File: src/pkg/mode_cmd_regs.svh
`ifndef MODE_CMD_REGS_SVH
`define MODE_CMD_REGS_SVH

// Register address of the operating state control register (frame bits 13-9)
`define OPSTATE_OFFSET 5'h0e
`define OPSTATE_ADDR 5'b0_1110

// Frame bits 15-14
`define PREFIX_READ_CODE 2'b00
`define PREFIX_WRITE 2'b01
`define PREFIX_READ_STATUS 2'b11

// Response bits 7-3; MODE_SLEEP_OFF_BASE matches write-frame bits 7-5
`define MODE_INIT 5'h00
`define MODE_REPROGRAM 5'h01
`define MODE_NORMAL_REQ 5'h02
`define MODE_NORMAL 5'h03
`define MODE_LP_BIT 4
`define MODE_SLEEP_OFF_BASE 3'b011

// Low byte of a global command beyond bit 7
`define GLOBAL_LOW_BITS 7'h00

// Frame length in bits
`define FRAME_BITS 5'd16
`define FRAME_HALF 5'd8

// Reset values
`define LFSR_SEED 8'h5a
`define PROTECT_RESET 1'b0
`define SAFE_RESET 1'b1
`define DEBUG_RESET 1'b0

`endif

File: src/pkg/mode_cmd_pkg.sv
`default_nettype none
package mode_cmd_pkg;

   typedef struct packed {
      logic sclk;
      logic cs_n;
      logic mosi;
   } spi_in_type;

   typedef struct packed {
      logic sclk_q;
      logic cs_n_q;
      logic [4:0] bit_cnt;
      logic [15:0] rx;
      logic [15:0] tx;
      logic miso;
      logic [7:0] lfsr;
      logic [2:0] code_sent;
      logic [2:0] code_ref;
      logic code_valid;
      logic protect;
      logic [4:0] mode;
      logic safe_on;
      logic debug_on;
      logic sleep_supply_off;
      logic forced_wakeup;
      logic cyclic_sense;
      logic cyclic_int;
      logic lp_watchdog;
   } state_type;

endpackage
`default_nettype wire

File: src/logic/mode_global_command_decoder.sv
`timescale 1ns/1ps
`default_nettype none
`include "mode_cmd_regs.svh"

//////////////////////////////////////////////////////////////////////////////

// Behaviour
// - The protected low-power entry is enabled only by the select input sampled while in the initialization state.
// - In normal state the read commands 0x1D00 and 0x1D80 return the three random code bits in response bits 2-0.
// - Without protection the command 0x5C60 enters supply-off sleep with cyclic sensing and forced wake-up off.
// - With protection the supply-off sleep request is 0101 1100 0110 0 followed by the inverted code bits.
// - Command 0x1D00 reports the mode, leaves debug, keeps the fail-safe output and returns the random code.
// - Command 0x1D80 reports the mode and random code and turns the fail-safe output off.
// - Command 0xDD00 reports the mode, leaves debug, keeps fail-safe and returns fail-safe in bit 1 and debug in bit 0.
// - Command 0xDD80 reports the mode, keeps debug, turns fail-safe off, with fail-safe in bit 1 and debug in bit 0.
// - Response bits 7-3 always carry the current state code, with bit 7 set for any low-power state.
// - Response fail-safe bit reads 1 while the fail-safe driver is active and 0 while it is off.
// - Response debug bit reads 1 while debug is active and 0 when it is off.
module mode_global_command_decoder
(
   input wire logic clock,
   input wire logic reset,
   input wire logic clock_enable,
   input wire mode_cmd_pkg::spi_in_type spi_in,
   input wire logic [7:0] fix_status,
   input wire logic protect_select,
   input wire logic advance_normal,
   input wire logic wake_event,
   input wire logic safe_activate,
   input wire logic debug_enter,
   output logic spi_miso,
   output logic [4:0] mode_code,
   output logic safe_out,
   output logic debug_active,
   output logic sleep_supply_off,
   output logic forced_wakeup,
   output logic cyclic_sense,
   output logic cyclic_int,
   output logic lp_watchdog
);
   import mode_cmd_pkg::*;

   state_type s_q;
   state_type s_d;

   //////////////////////////////////////////////////////////////////////////////

   always_comb
   begin
      logic cs_fall;
      logic cs_rise;
      logic sclk_rise;
      logic sclk_fall;
      logic [15:0] tx_next;
      logic [15:0] cmd;
      logic is_global;
      logic mode_write;
      logic code_ok;
      cs_fall = 1'b0;
      cs_rise = 1'b0;
      sclk_rise = 1'b0;
      sclk_fall = 1'b0;
      tx_next = 16'h0000;
      cmd = 16'h0000;
      is_global = 1'b0;
      mode_write = 1'b0;
      code_ok = 1'b0;
      s_d = s_q;

      s_d.sclk_q = spi_in.sclk;
      s_d.cs_n_q = spi_in.cs_n;
      cs_fall = s_q.cs_n_q & ~spi_in.cs_n;
      cs_rise = ~s_q.cs_n_q & spi_in.cs_n;
      sclk_rise = ~spi_in.cs_n & ~s_q.sclk_q & spi_in.sclk;
      sclk_fall = ~spi_in.cs_n & s_q.sclk_q & ~spi_in.sclk;

      // Free-running code source; the host cannot predict its phase
      s_d.lfsr = {s_q.lfsr[6:0], s_q.lfsr[7] ^ s_q.lfsr[5] ^ s_q.lfsr[4] ^ s_q.lfsr[3]};

      if (s_q.mode == `MODE_INIT)
      begin
         s_d.protect = protect_select;
      end

      if (advance_normal && (s_q.mode == `MODE_INIT || s_q.mode == `MODE_NORMAL_REQ))
      begin
         s_d.mode = `MODE_NORMAL;
      end
      if (wake_event && s_q.mode[`MODE_LP_BIT])
      begin
         s_d.mode = `MODE_NORMAL_REQ;
         s_d.sleep_supply_off = 1'b0;
         s_d.forced_wakeup = 1'b0;
         s_d.cyclic_sense = 1'b0;
         s_d.cyclic_int = 1'b0;
         s_d.lp_watchdog = 1'b0;
      end

      //////////////////////////////////////////////////////////////////////////////

      if (cs_fall)
      begin
         // state code in bits 7-3; code preloaded in bits 2-0
         s_d.tx = {fix_status, s_q.mode, s_q.lfsr[2:0]};
         s_d.code_sent = s_q.lfsr[2:0];
         s_d.miso = fix_status[7];
         s_d.bit_cnt = 5'd0;
      end

      if (sclk_rise)
      begin
         s_d.rx = {s_q.rx[14:0], spi_in.mosi};
         if (s_q.bit_cnt != 5'd31)
         begin
            s_d.bit_cnt = s_q.bit_cnt + 5'd1;
         end
      end

      if (sclk_fall)
      begin
         tx_next = {s_q.tx[14:0], 1'b0};
         // Bits 15-14 are known after the first byte, in time to patch bits 2-0
         if (s_q.bit_cnt == `FRAME_HALF && s_q.rx[7:6] == `PREFIX_READ_STATUS)
         begin
            tx_next[10:8] = {1'b0, s_q.safe_on, s_q.debug_on};
         end
         s_d.tx = tx_next;
         s_d.miso = s_q.tx[14];
      end

      //////////////////////////////////////////////////////////////////////////////

      if (cs_rise && s_q.bit_cnt == `FRAME_BITS)
      begin
         cmd = s_q.rx;
         // global form needs bit 8 set and a clear low part
         is_global = (cmd[13:9] == `OPSTATE_ADDR) && cmd[8] && (cmd[6:0] == `GLOBAL_LOW_BITS)
            && (cmd[15:14] == `PREFIX_READ_CODE || cmd[15:14] == `PREFIX_READ_STATUS);
         mode_write = (cmd[15:14] == `PREFIX_WRITE) && (cmd[13:9] == `OPSTATE_ADDR);
         if (is_global)
         begin
            // leave debug on bit 7 clear; same for the status form
            if (!cmd[7])
            begin
               s_d.debug_on = 1'b0;
            end
            else
            begin
               s_d.safe_on = 1'b0;
            end
            // remember the code the host has now seen
            if (cmd[15:14] == `PREFIX_READ_CODE)
            begin
               s_d.code_ref = s_q.code_sent;
               s_d.code_valid = 1'b1;
            end
         end
         // protected entry only with the inverted code from the last 0x1D00/0x1D80 reply
         code_ok = !s_q.protect || (s_q.code_valid && cmd[2:0] == ~s_q.code_ref);
         if (mode_write && s_q.mode == `MODE_NORMAL && code_ok)
         begin
            // supply-off sleep, features from bits 4-3; same with code check
            if (cmd[7:5] == `MODE_SLEEP_OFF_BASE)
            begin
               s_d.mode = {1'b1, 2'b00, cmd[4:3]};
               s_d.sleep_supply_off = 1'b1;
               s_d.forced_wakeup = cmd[4];
               s_d.cyclic_sense = cmd[3];
               s_d.code_valid = 1'b0;
            end
            else if (cmd[7])
            begin
               s_d.mode = cmd[7:3];
               s_d.forced_wakeup = cmd[6];
               s_d.cyclic_sense = cmd[5];
               s_d.cyclic_int = cmd[4];
               s_d.lp_watchdog = cmd[3];
               s_d.code_valid = 1'b0;
            end
         end
      end

      // set wins
      // A fault raised in the cycle of a release frame must not be lost
      if (safe_activate)
      begin
         s_d.safe_on = 1'b1;
      end
      if (debug_enter)
      begin
         s_d.debug_on = 1'b1;
      end
   end

   //////////////////////////////////////////////////////////////////////////////

   always_ff @(posedge clock)
   begin
      if (reset)
      begin
         s_q <= '0;
         s_q.sclk_q <= 1'b0;
         s_q.cs_n_q <= 1'b1;
         s_q.lfsr <= `LFSR_SEED;
         s_q.protect <= `PROTECT_RESET;
         s_q.mode <= `MODE_INIT;
         s_q.safe_on <= `SAFE_RESET;
         s_q.debug_on <= `DEBUG_RESET;
      end
      else if (clock_enable)
      begin
         s_q <= s_d;
      end
   end

   assign spi_miso = s_q.miso;
   assign mode_code = s_q.mode;
   assign safe_out = s_q.safe_on;
   assign debug_active = s_q.debug_on;
   assign sleep_supply_off = s_q.sleep_supply_off;
   assign forced_wakeup = s_q.forced_wakeup;
   assign cyclic_sense = s_q.cyclic_sense;
   assign cyclic_int = s_q.cyclic_int;
   assign lp_watchdog = s_q.lp_watchdog;

endmodule

`default_nettype wire

File: config.mk
export PLATFORM = sky130hd
export DESIGN_NAME = mode_global_command_decoder
export DESIGN_NICKNAME = d
export VERILOG_FILES = /design/src/pkg/mode_cmd_pkg.sv /design/src/logic/mode_global_command_decoder.sv
export VERILOG_INCLUDE_DIRS = /design/src /design/src/pkg
export SDC_FILE = /design/constraint.sdc
export NUM_CORES = 1
export LEC_CHECK = 0
export ABC_CLOCK_PERIOD_IN_PS = 6800
export BUFFER_PORTS_ARGS = -buffer_cell sky130_fd_sc_hd__buf_2
export CAP_MARGIN = 20
export CORE_MARGIN = 2
export CORE_UTILIZATION = 58
export CTS_CLUSTER_DIAMETER = 40
export DETAILED_ROUTE_END_ITERATION = 12
export PLACE_DENSITY = 0.75
export SKIP_LAST_GASP = 1
export SLEW_MARGIN = 20
export SYNTH_ARGS = -nofsm -noshare
export SYNTH_HDL_FRONTEND = slang
export SYNTH_SLANG_ARGS = --single-unit
export TNS_END_PERCENT = 50
File: constraint.sdc
create_clock -name clock -period 6.8 [get_ports clock]
set_clock_uncertainty 0.1 [all_clocks]
set_input_delay 0.34 -clock clock [delete_from_list [all_inputs] [get_ports clock]]
set_output_delay 0.34 -clock clock [all_outputs]
set_load 0.05 [all_outputs]
# == Word level (Yosys, flattened, before mapping) ==
# Cells that the tools add are included.
# totals
reg_bits,67
latch_bits,0
mem_bits_rw,0
rom_bits,0
inputBits,19
out_inout_bits,13
elab_cells,106
n_memories,0
# classes
add_sub_neg,1
mul,0
div,0
n_lt_le_gt_ge,0
n_eq_ne,12
shifts,0
muxes,28
bitwise_logic,14
n_reduce_logical,32
# ops
cell,count
5-bit 2-to-1 mux,9
16-bit 2-to-1 mux,2
21-bit 2-to-1 mux,1
12-bit 2-to-1 mux,1
4-bit AND reduction,3
2-bit nonzero test,6
1-bit logical AND,11
"5-bit by 2-bit equality test with 1-bit output, second input constant",2
"5-bit by 4-bit equality test with 1-bit output, second input constant",2
1-bit 2-to-1 mux,10
2-bit AND reduction,5
7-bit logical NOT,1
1-bit AND,6
2-bit 2-to-1 mux,3
"5-bit by 1-bit adder with 5-bit output, second input constant",1
"5-bit equality test, second input constant",1
5-bit logical NOT,1
"5-bit != test, second input constant",1
"2-bit equality test, second input constant",2
4-bit 2-to-1 mux,1
1-bit inverter,4
"3-bit by 2-bit equality test with 1-bit output, second input constant",1
3-bit equality test,1
1-bit logical OR,3
7 further kinds,9

# == Logic depth before layout (Yosys ltp) ==
# depth
word_depth,10
ltp_mapped,8
depth_no_buf,7

# == Worst setup path after synthesis ==
# OpenSTA, ideal clock, no wires.
# synth_path
path_kind,register to register
from,register s_q[61] (netlist bit)
to,register s_q[64] (netlist bit)
t_arrival_ns,1.938
setup_slack_ns,4.633
stages_incl_launch_ff,8
cell_sequence,dfxtp_1 -> ha_1 -> and3_2 -> ha_1 -> nor4b_2 -> mux2_2 -> a22oi_1 -> nor2_1
# synth_via
elab_chain_cells,3
word_cells_on_any_way,4
cone_classes,1 x add/sub; 1 x eq/ne; 2 x mux
# synth_rtl
element,line_no,rtl
from (decl),mode_global_command_decoder.sv:43,state_type s_q;
5-bit by 1-bit adder with 5-bit output or 5-bit != test (tied branches),"mode_global_command_decoder.sv:115, mode_global_command_decoder.sv:113",
5-bit 2-to-1 mux *,mode_global_command_decoder.sv:113,if (s_q.bit_cnt != 5'd31)
21-bit 2-to-1 mux *,mode_global_command_decoder.sv:110,if (sclk_rise)
# Mark *: on every way between the ends. The rest lies on a longest branch, timed or not.
# A chain may end at the register's enable or synchronous reset.

# == Worst setup path in the final report ==
# Ends and elaborated chain as after synthesis.

==> key figures <==
STA
  • Post-route setup TNS: 0 ns
  • Final Hold Violating Endpoints: 0
  • Highest clock rate: 0.416 GHz
  • Final Setup Violations: 0
  • Rel. slew slack: a little under a third
  • Worst slew pin tran: 1.02 ns
  • Final Worst Setup Slack: 4.39 ns
  • Tmin final: 2.41 ns
  • Slew Viols, Final: 0
  • Tcrit/Tclk final: between 30% and 40%
  • Unrepaired setup endpoints after global routing: false

Detailed routing
  • WL/cell: roughly 14 µm
  • Vias: 2384
  • Drt total wl: around 5900 µm
  • DR vias/cell: 5.51
  • Routed Antenna Nets: 0
  • Pre-Repair DR Iteration Count: 5
  • Initial DRC Count: 129
  • Post-route DRC violation count: 0

Synthesis
  • FFs w/ async S/R, synth: 0%
  • EDFF count, synth: 0
  • Yosys warns: 0
  • Seq cells post-synth: 67
  • Mean Syn Cell Area: roughly 8.9 µm²
  • Sequential area share after synthesis: 44.1%
  • Main flop type after synthesis: dfxtp_1
  • Cells after synthesis: 341
  • Synth Cell Area: about 0.0030 mm²
  • Synthesized net count: 365
  • Count of different cell masters after synthesis: 54

Clock network
  • Clk buf depth: 2
  • Post-cts sizing count: 0
  • Hold Buf Count CTS: 0
  • Post-CTS Setup Bufs: 0
  • TritonCTS buffer count: 9
  • Worst-path clk slew: 0.07 ns
  • CTS Sinks: 67
  • TritonCTS clock tree: done
  • Clk Tree Root Cell: clkbuf_8
  • Clock latency on the worst-skew pair: 0.34 ns
  • H-tree levels: 3

Place
  • Final Wtd Congestion: 0.856
  • PortBufs: 31
  • Dpl ws: 4.20 ns
  • Hpwl dp: 4030 µm

Die
  • Die area: 0.00584 mm²
  • Row count: 26
  • DIE HEIGHT: 76.4 µm
  • Initial core utilization: around three fifths
  • Core area: 0.00507 mm²
  • IO Pins: 32
  • Die extent in x: 76.4 µm

Setup path
  • Crit start category: flip-flop
  • CP required: 6.90 ns
  • Worst Setup Path Type: flip-flop to flip-flop
  • Reg2reg path depth: 7
  • Critical path fanouts, max: 7
  • WP data arrival: between 2 and 3 ns
  • Crit path capture type: flip-flop

Power and ir drop
  • Peak VDD IR: 0.154 mV
  • Leakage: 1.27 nW
  • Power Density: 241 mW/mm²

Global route
  • Most Crowded Layer GR: met2
  • GRT met1 Usage: 27.4%
  • Grt ovf: 0
  • First-pass GRT wire length: 10000 µm
  • Initial antenna violation count: 0
  • Met3 GRT Util: 6.52%
  • Global Route met2 Usage: 33.5%
  • Vias in the first global route: ~2200
  • Largest net degree at the start of global routing: 66
  • Total GRT Usage: 21.4%

Min path
  • Hold Crit Class: primary input to flip-flop
  • Hold path cells: 2

Layout
  • Area of the multi-input gates: 0.00154 mm²
  • Layout area overhead: 10.7%
  • FILL cells: 439
  • Ant diodes: 0
  • NumNets Final: 382
  • Ratio of cells with drive above 1 in the final layout: between 15 and 20%
  • FF/Latch Area: 0.00134 mm²

Status
  • Status: completed

Job
  • Max-cap violations: 0
power by group:
part           internal (mW)  switching, mW
combinational         0.0270         0.0395
sequential             0.406         0.0104
clock                  0.179          0.151
total                  0.612          0.201
area by class of cell:
type                            count  area share [%]
Clock buffer                       10            4.08
Sequential cell                    67            39.8
Timing Repair Buffer               32            4.83
Inverter                            9            1.00
Tap cell                           70            2.60
Clock inverter                      6            1.93
Multi-Input combinational cell    239            45.8
cells by family (layout without fill, tap and decap cells):
logic type               after synthesis  in the layout  synth area share [%]
AND/OR/NAND/NOR                      134            134                  22.4
AO/OA/AOI/OAI                         71             71                  16.8
flip-flops                            67             67                  44.1
buffers and inverters                 35             57                  5.34
multiplexers                          23             23                  7.60
XOR/XNOR                               6              6                  1.73
adder cells (fa/ha/maj)                5              5                  2.06
cells in the mapped netlist, types with 2 or more instances:
master,n,share of area (%)
o21a_1,2,0.49
a211o_1,4,1.2
a31o_2,3,0.86
a211oi_1,13,3.2
buf_2,7,1.2
nand3b_1,2,0.49
clkbuf_1,11,1.4
nor3_1,3,0.49
nand3_1,19,3.1
xnor2_1,6,1.7
nor2_1,33,4.1
o211ai_1,2,0.49
and4_1,2,0.58
dfxtp_1,67,44
buf_4,6,1.5
buf_1,2,0.25
inv_1,9,1.1
mux2i_1,22,7.2
nor2b_1,8,1.6
a2111oi_0,2,0.58
a22oi_1,3,0.74
nand2_1,46,5.7
o21ai_0,3,0.49
ha_1,5,2.1
a21oi_1,27,4.4
nand4b_1,2,0.58
nand4_1,3,0.62
a32o_1,3,0.99
per-layer routing:
layer / vias up / wire, µm
met5: - / 0
met4: 0 / 85
met3: 9 / 228
met2: 40 / 2780
met1: 1091 / 2830
li1: 1244 / -
critical path, stage by stage (launching register included):
cell	delay [ns]
dfxtp_1	0.34
ha_1	0.22
and3_2	0.21
ha_1	0.19
nor4b_2	0.57
mux2_2	0.40
a22oi_1	0.19
nor2_1	0.05
state kept, by name, summed over array words and instances (netlist names):
signal	flops
cyclic_int	1
cyclic_sense	1
debug_active	1
forced_wakeup	1
lp_watchdog	1
mode_code	5
s_d	7
s_q	47
safe_out	1
sleep_supply_off	1
spi_miso	1
metrics by stage:
step | power (mW) | utilization, % | instances | cell area, µm² | hold WS (ns)
after detailed placement | 0.492 | 62.4 | 417 | 3170 | 0.348
after global placement | 0.490 | 62.4 | 417 | 3170 | 0.344
final | 0.813 | 66.4 | 433 | 3370 | 0.128
after floorplan | 0.477 | - | 341 | 3040 | 0.336
after CTS | 0.821 | 66.4 | 433 | 3370 | 0.110
after global routing | 0.846 | 66.4 | 433 | 3370 | 0.115
final timing paths:
path	endpoint	slack [ns]	startpoint
min	safe_out	0.13	safe_activate
max reg2reg	s_q[64]	4.39	s_q[61]
min reg2reg	s_q[17]	0.36	s_q[17]
max	s_q[64]	4.39	s_q[61]
placed cells by master, fill, tap and decap left out, drive strengths merged, types with 2 or more instances in the layout:
| cell type | count |
|---|---|
| nor2 | 34 |
| and3 | 2 |
| o21a | 2 |
| clkbuf | 10 |
| dfxtp | 67 |
| o21ai | 3 |
| o211ai | 2 |
| nand3b | 2 |
| a32o | 3 |
| inv | 9 |
| a31o | 3 |
| ha | 5 |
| a211o | 4 |
| nand4b | 2 |
| a211oi | 13 |
| a22oi | 3 |
| nor3 | 5 |
| a2111oi | 2 |
| nor2b | 8 |
| nand2 | 46 |
| buf | 32 |
| nor4b | 2 |
| mux2i | 22 |
| clkinv | 4 |
| a21oi | 28 |
| and4 | 3 |
| nand3 | 19 |
| xnor2 | 6 |
| nand4 | 4 |
Note: power is estimated with default switching activity, not from simulation.
